## src/flag_pkg.sv

```systemverilog
// constants for the processor status-word interrupt gating block
package flag_pkg;
   localparam int PRIO_W       = 3;
   localparam int WORD_W       = 11;
   // status-word bit positions
   localparam int POS_CARRY    = 0;
   localparam int POS_DEBUG    = 1;
   localparam int POS_ZERO     = 2;
   localparam int POS_SIGN     = 3;
   localparam int POS_BANK     = 4;
   localparam int POS_OVF      = 5;
   localparam int POS_IEN      = 6;
   localparam int POS_STK      = 7;
   localparam int POS_RSVD     = 8;
   localparam int POS_PRIO     = 12;
   localparam int SWI_LAST_LOW = 31;
   // register map, byte addresses
   localparam logic [3:0] ADDR_STATUS = 4'h0;
   localparam logic [3:0] ADDR_REQ    = 4'h4;
   localparam logic [3:0] ADDR_CTRL   = 4'h8;
   // reset values
   localparam logic [2:0] PRIO_RST = 3'h0;
   localparam logic       IEN_RST  = 1'b0;
   localparam logic       STK_RST  = 1'b0;
   localparam logic       OVF_RST  = 1'b0;
   localparam logic [31:0] UNMAPPED_DATA = 32'h0000_0000;
endpackage

```

## src/prio_gate.sv

```systemverilog
// request eligibility check against interrupt enable and priority level
`timescale 1ns/1ps
module prio_gate #(
   parameter int PW = 3
) (
   // request
   input  wire logic          req_valid,
   input  wire logic          req_nmi,
   input  wire logic [PW-1:0] req_prio,
   // current state
   input  wire logic          ien,
   input  wire logic [PW-1:0] cpu_prio_level,
   // result
   output logic               accept
);
   logic above;
   always_comb begin
      above = (req_prio > cpu_prio_level);
      // non-maskable requests skip both gates
      accept = req_valid & (req_nmi | (ien & above));
   end
endmodule // prio_gate

```

## src/cpu_flag_interrupt_gating.sv

```systemverilog
// interrupt-related status-word bits, acceptance and acknowledge updates
`timescale 1ns/1ps
module cpu_flag_interrupt_gating #(
   parameter int PW = flag_pkg::PRIO_W
) (
   // clock and reset
   input  wire logic          core_clk,
   input  wire logic          rst,
   // execution datapath
   input  wire logic          alu_update,
   input  wire logic          alu_overflow,
   input  wire logic          swi_exec,
   input  wire logic [5:0]    swi_num,
   // hardware request source
   input  wire logic          hw_req,
   input  wire logic          hw_req_nmi,
   input  wire logic [PW-1:0] hw_req_prio,
   output logic               hw_ack,
   // stack select, priority level, enable and overflow outputs
   output logic               use_user_stack,
   output logic [PW-1:0]      cpu_prio_level,
   output logic               irq_enable,
   output logic               overflow,
   // avalon-mm slave
   input  wire logic [3:0]    avs_address,
   input  wire logic          avs_read,
   input  wire logic          avs_write,
   input  wire logic [31:0]   avs_writedata,
   input  wire logic [3:0]    avs_byteenable,
   output logic [31:0]        avs_readdata,
   output logic               avs_waitrequest
);
   logic          ovf, next_ovf;
   logic          ien, next_ien;
   logic          stk, next_stk;
   logic [PW-1:0] prio, next_prio;
   logic [PW-1:0] req_prio, next_req_prio;
   logic          req_pend, next_req_pend;
   logic          ack, next_ack;
   logic          done, next_done;
   logic [31:0]   rdata, next_rdata;
   logic          accept;
   logic          wr_now;
   logic          rd_now;
   logic          swi_low;
   logic          st_lane0;
   logic          st_lane1;
   logic          ct_lane0;

   prio_gate #(.PW(PW)) u_gate (
      .req_valid      (hw_req),
      .req_nmi        (hw_req_nmi),
      .req_prio       (hw_req_prio),
      .ien            (ien),
      .cpu_prio_level (prio),
      .accept         (accept)
   );

   // one byte lane of one word, hit by the accepted write
   function automatic logic lane_hit(input logic wr, input logic [3:0] a,
         input logic [3:0] word, input logic lane_en);
      return wr && (a == word) && lane_en;
   endfunction

   function automatic logic [31:0] status_word(input logic o, input logic i,
         input logic u, input logic [PW-1:0] p);
      logic [31:0] w;
      w = 32'h0000_0000;
      w[flag_pkg::POS_OVF] = o;
      w[flag_pkg::POS_IEN] = i;
      w[flag_pkg::POS_STK] = u;
      // reserved bit reads as zero here, which the undefined read allows
      w[flag_pkg::POS_PRIO +: PW] = p;
      return w;
   endfunction

   // one wait cycle per access keeps readdata registered
   assign wr_now   = avs_write & done;
   assign rd_now   = avs_read & ~done;
   // numbers above the low range leave the stack select alone
   assign swi_low  = swi_exec && (swi_num <= 6'(flag_pkg::SWI_LAST_LOW));
   // writes land only in the cycle in which waitrequest is low
   assign st_lane0 = lane_hit(wr_now, avs_address, flag_pkg::ADDR_STATUS,
                              avs_byteenable[0]);
   assign st_lane1 = lane_hit(wr_now, avs_address, flag_pkg::ADDR_STATUS,
                              avs_byteenable[1]);
   assign ct_lane0 = lane_hit(wr_now, avs_address, flag_pkg::ADDR_CTRL,
                              avs_byteenable[0]);

   // flags: software write first, hardware events after it so they win
   always_comb begin
      next_ovf  = ovf;
      next_ien  = ien;
      next_stk  = stk;
      next_prio = prio;
      next_ack  = 1'b0;
      // stack select sits in byte 0 with overflow and enable
      if (st_lane0) begin
         next_ovf = avs_writedata[flag_pkg::POS_OVF];
         next_ien = avs_writedata[flag_pkg::POS_IEN];
         next_stk = avs_writedata[flag_pkg::POS_STK];
      end
      if (st_lane1) begin
         next_prio = avs_writedata[flag_pkg::POS_PRIO +: PW];
      end
      // an operation finishing in the write cycle still sets its flag
      if (alu_update) begin
         next_ovf = alu_overflow;
      end
      // ack is a registered pulse; the source drops its request by then
      if (accept) begin
         next_ack  = 1'b1;
         next_ien  = 1'b0;
         next_stk  = 1'b0;
         next_prio = hw_req_prio;
      end
      // a soft interrupt clears enable whatever its number
      if (swi_exec) begin
         next_ien = 1'b0;
      end
      if (swi_low) begin
         next_stk = 1'b0;
      end
   end

   always_ff @(posedge core_clk or posedge rst) begin
      if (rst) begin
         ovf  <= flag_pkg::OVF_RST;
         ien  <= flag_pkg::IEN_RST;
         stk  <= flag_pkg::STK_RST;
         prio <= PW'(flag_pkg::PRIO_RST);
         ack  <= 1'b0;
      end else begin
         ovf  <= next_ovf;
         ien  <= next_ien;
         stk  <= next_stk;
         prio <= next_prio;
         ack  <= next_ack;
      end
   end

   // scratch control word, read back only, no effect on the gating
   always_comb begin
      next_req_pend = req_pend;
      next_req_prio = req_prio;
      if (ct_lane0) begin
         next_req_pend = avs_writedata[0];
         next_req_prio = avs_writedata[4 +: PW];
      end
   end

   always_ff @(posedge core_clk or posedge rst) begin
      if (rst) begin
         req_pend <= 1'b0;
         req_prio <= '0;
      end else begin
         req_pend <= next_req_pend;
         req_prio <= next_req_prio;
      end
   end

   // read data is captured in the wait cycle and stands until the next read
   // unmapped words read as zero and ignore writes
   always_comb begin
      next_done  = (avs_read | avs_write) & ~done;
      next_rdata = rdata;
      if (rd_now) begin
         unique case (avs_address)
            flag_pkg::ADDR_STATUS: next_rdata = status_word(ovf, ien, stk,
                                                            prio);
            flag_pkg::ADDR_REQ:    next_rdata = {27'h000_0000, accept,
                                                 hw_req, req_pend,
                                                 ack, ien};
            flag_pkg::ADDR_CTRL:   next_rdata = {24'h00_0000, 1'b0,
                                                 req_prio, 3'h0,
                                                 req_pend};
            default:               next_rdata = flag_pkg::UNMAPPED_DATA;
         endcase
      end
   end

   always_ff @(posedge core_clk or posedge rst) begin
      if (rst) begin
         done  <= 1'b0;
         rdata <= 32'h0000_0000;
      end else begin
         done  <= next_done;
         rdata <= next_rdata;
      end
   end

   assign hw_ack          = ack;
   assign use_user_stack  = stk;
   assign cpu_prio_level  = prio;
   assign irq_enable      = ien;
   assign overflow        = ovf;
   assign avs_readdata    = rdata;
   assign avs_waitrequest = (avs_read | avs_write) & ~done;
endmodule // cpu_flag_interrupt_gating

```

## config.mk

```make
export PLATFORM = sky130hd
export DESIGN_NAME = cpu_flag_interrupt_gating
export DESIGN_NICKNAME = d
export VERILOG_FILES = /design/src/flag_pkg.sv /design/src/prio_gate.sv /design/src/cpu_flag_interrupt_gating.sv
export SDC_FILE = /design/constraint.sdc
export NUM_CORES = 1
export LEC_CHECK = 0
export BUFFER_PORTS_ARGS = -buffer_cell sky130_fd_sc_hd__buf_2
export CORE_MARGIN = 5
export CORE_UTILIZATION = 43
export DETAILED_ROUTE_END_ITERATION = 7
export PLACE_DENSITY = 0.91
export SLEW_MARGIN = 10
export SYNTH_ARGS = -nofsm -noshare
export SYNTH_HDL_FRONTEND = slang
export SYNTH_HIERARCHICAL = 1
export SYNTH_SLANG_ARGS = --single-unit
```

## constraint.sdc

```tcl
create_clock -name core_clk -period 4.1 [get_ports core_clk]
set_clock_uncertainty 0.2 [all_clocks]
set_input_delay 0.41 -clock core_clk [delete_from_list [all_inputs] [get_ports core_clk]]
set_output_delay 0.41 -clock core_clk [all_outputs]
set_load 0.05 [all_outputs]
```

==> results by group <==
Die
  – Core Rows: 19
  – DIE WIDTH: 64.8 um
  – I/O pin total: just under 100
  – Die ar.: 4200 um^2
  – Die Y: between 60 and 70 um
  – CORE AREA: ~2800 um^2
  – Starting Density: 0.456

Setup path
  – Critical Path RT: approximately 4.2 ns
  – Crit end category: register
  – Worst setup SP type: register
  – Crit Path Category: register to register
  – Arr. time, crit path: around 2.1 ns
  – CP Max Fanout: 18
  – Delay of the slowest critical-path stage: 0.64 ns
  – Slowest-stage cell, CP: nor4b_1
  – CP Cell Sequence: nand2b_1, nor4b_1, a22o_1

Timing
  – Fmax achieved: 501 MHz
  – Setup TNS: 0 ns
  – Tmin final: 1.99 ns
  – Max Slew Vio Count: 0
  – RSZ-0062 raised after global routing: no
  – Slew margin rel.: 0.434
  – Final period utilization: 0.486
  – Fin. Hold Viols: 0
  – Worst Hold Slack: between 0.05 and 0.06 ns
  – # setup viols final: 0
  – Worst slew pin tran: around 0.85 ns

Power and ir drop
  – Pwr Density: 345 nW/um^2
  – Leakage: approximately 0.77 nW
  – Net Sw Power: 0.195 mW
  – Sw Ratio: 0.381
  – Combinational power share: 0.306
  – Seq pwr share: 0.494
  – Maximum vdd drop: roughly 0.19 mV
  – Clk network pwr share: 0.200
  – Int Power: 0.317 mW

Yosys
  – Post-Synth Adder-Cell Area: 0.0291
  – FFs w/ async S/R, synth: 1.00
  – Post-synth EDFFs: 0
  – Simple-Gate Fraction of Synth Area: 0.149
  – Sequential fraction of the synthesis area: 0.446
  – Synth warnings: 6
  – Post-synthesis mux area share: 0.0523
  – Synth Instances: 129
  – Main combinational cell family by area after synthesis: compound AO/OA/AOI/OAI gates
  – Dominant synthesized flop cell: dfrtp_1
  – Synth Area in Compound Gates: 0.175
  – Post-synthesis register bit count: 23
  – Post-synth cell types: 31
  – Post-Syn Area: 1290 um^2
  – Post-synthesis xor/xnor area fraction: 0
  – Mapped Avg Cell Area: ~10 um^2

Clock tree
  – CTS sink cnt: 23
  – Hold Buf Count CTS: 0
  – Post-CTS Resized: 0
  – Clock transition at the registers of the reported paths: roughly 0.12 ns
  – H-tree levels: 1
  – # Post-CTS Setup Buffers: 0
  – Worst-skew pair later-pin latency: about 0.31 ns
  – Clock Tree Buf Depth: 2
  – CTS tree: yes
  – CTS buffer count: 3
  – CTS root buffer: clkbuf_4

GRT
  – GRT Residual Overflow: 0
  – Initial antenna violation count: 0
  – Vias in the first global route: 1004
  – Total track usage: 0.138
  – First-pass GRT wire length: roughly 4600 um
  – Largest net degree at the start of global routing: 24

Drt
  – Vias: roughly 1000
  – Final wirelength: roughly 2900 um
  – DR iter-0 viols: 39
  – Post-DRT Antenna Nets: 0
  – DR WL/cell: 14.0 um
  – Drt pass-1 iters: 4
  – Post-route DRC: 0
  – Vias per cell: 5.01

Worst hold path
  – Tightest Hold Check Type: primary input to async pin

Cells and area
  – Area growth, synth to finish: 15.2%
  – Final #Nets: between 200 and 250
  – Antenna cell count: 0
  – Register area: around 580 um^2
  – Final core occ: 0.526
  – Fillers: about 270
  – Layout cell share with drive strength beyond 1: 0.345
  – Area of the multi-input gates: a little over 600 um^2

Placement
  – GPL Wtd Cong: 0.769
  – PortBufs: 45
  – Post-DP HPWL: 2320 um

Outcome
  – Status: finished clean

Run
  – Number of max-cap violations: 0
==> through the flow <==
| step | setup WS, ns | instances | power (mW) | cell area (um^2) |
|---|---|---|---|---|
| 2_1_floorplan | 1.94 | 149 | 0.391 | 1370 |
| 3_3_place_gp | 2.12 | 201 | 0.411 | 1460 |
| 3_5_place_dp | 2.08 | 201 | 0.415 | 1460 |
| 4_1_cts | 2.11 | 205 | 0.519 | 1490 |
| 5_1_grt | 2.01 | 205 | 0.540 | 1490 |
| 6_report | 2.11 | 205 | 0.513 | 1490 |
==> cell families (layout without fill, tap and decap cells) <==
kind of cell | count (synthesis) | count (layout)
AO/OA/AOI/OAI | 33 | 33
adder cells (fa/ha/maj) | 3 | 3
buffers and inverters | 29 | 54
flip-flops | 23 | 23
multiplexers | 6 | 6
other | 1 | 21
AND/OR/NAND/NOR | 34 | 34
==> cells in the mapped netlist (2+ instances only) <==
library cell / number / share of area
nand2_1: 12 / 0.035
a22o_1: 6 / 0.041
o21ai_0: 10 / 0.039
mux2_2: 6 / 0.052
a31oi_1: 2 / 0.0097
a21oi_1: 4 / 0.016
buf_4: 21 / 0.12
o21ai_1: 2 / 0.0078
nand3_1: 4 / 0.016
inv_1: 5 / 0.015
clkbuf_1: 2 / 0.0058
nor2_1: 3 / 0.0087
a22oi_1: 2 / 0.012
a21oi_2: 2 / 0.014
ha_1: 3 / 0.029
dfrtp_1: 23 / 0.45
a41oi_1: 3 / 0.020
nor2b_1: 6 / 0.029
==> registers in the layout, summed over array words and instances, names as in the netlist <==
register,flops
avs_readdata,11
cpu_prio_level,3
done,1
hw_ack,1
irq_enable,1
overflow,1
req_pend,1
req_prio,3
use_user_stack,1
==> worst max-delay path, delay by kind of cell, from the launching register on <==
family | cells | cell delay, ns
and+or+nand+nor | 2 | 1.08
DFF | 1 | 0.44
AOI/OAI and AO/OA | 1 | 0.21
==> layout by cell type (no fill, tap or decap), drive strengths merged <==
cell / netlist / routed
nor4b: 1 / 1
dfrtp: 23 / 23
nand2b: 1 / 1
a21oi: 6 / 6
inv: 5 / 5
and2: 1 / 1
o21ai: 12 / 12
a211oi: 1 / 1
or4: 1 / 1
nor2b: 6 / 6
a22o: 6 / 6
or3: 1 / 1
mux2: 6 / 6
nand2: 12 / 12
a2111oi: 1 / 1
ha: 3 / 3
nor3: 1 / 1
clkbuf: 2 / 4
a41oi: 3 / 3
conb: 1 / 21
nor4: 2 / 2
and3: 1 / 1
buf: 22 / 45
a22oi: 2 / 2
a31oi: 2 / 2
nor2: 3 / 3
nand3: 4 / 4
==> cell type report <==
type | instances | area share
flip-flops and latches | 23 | 0.387
well taps | 31 | 0.0261
repair buffers | 45 | 0.151
inverters | 5 | 0.0126
multi-input cells | 97 | 0.405
clock buffers | 4 | 0.0177
==> power by group through the flow <==
stage          logic [mW]  clock network [mW]  registers (mW)
2_1_floorplan       0.106                   0           0.285
3_3_place_gp        0.154                   0           0.257
3_5_place_dp        0.157                   0           0.258
4_1_cts             0.157               0.108           0.253
5_1_grt             0.169               0.116           0.255
6_report            0.157               0.103           0.253
==> routing by layer <==
metal | share of wire | vias to the layer above | track usage | routed length, um
met3 | 0.093 | 2 | 0.0484 | 268
met4 | 0.0024 | 0 | 0.0158 | 7
met1 | 0.41 | 478 | 0.178 | 1170
li1 | - | 507 | - | -
met5 | 0 | - | 0 | 0
met2 | 0.50 | 41 | 0.230 | 1430
==> worst paths after layout <==
kind | depth (start not counted) | slack, ns | end | startpoint
hold / removal | 2 | 0.05 | avs_readdata[13] | rst
setup reg to reg | 3 | 2.11 | avs_readdata[1] | done
hold reg to reg | 2 | 0.29 | avs_readdata[13] | avs_readdata[13]
max in group asynchronous | 2 | 3.13 | avs_readdata[1] | rst
setup / recovery | 3 | 2.11 | avs_readdata[1] | done
min in group core_clk | 2 | 0.07 | irq_enable | swi_exec
No activity file was read; power rests on OpenSTA's default activity.
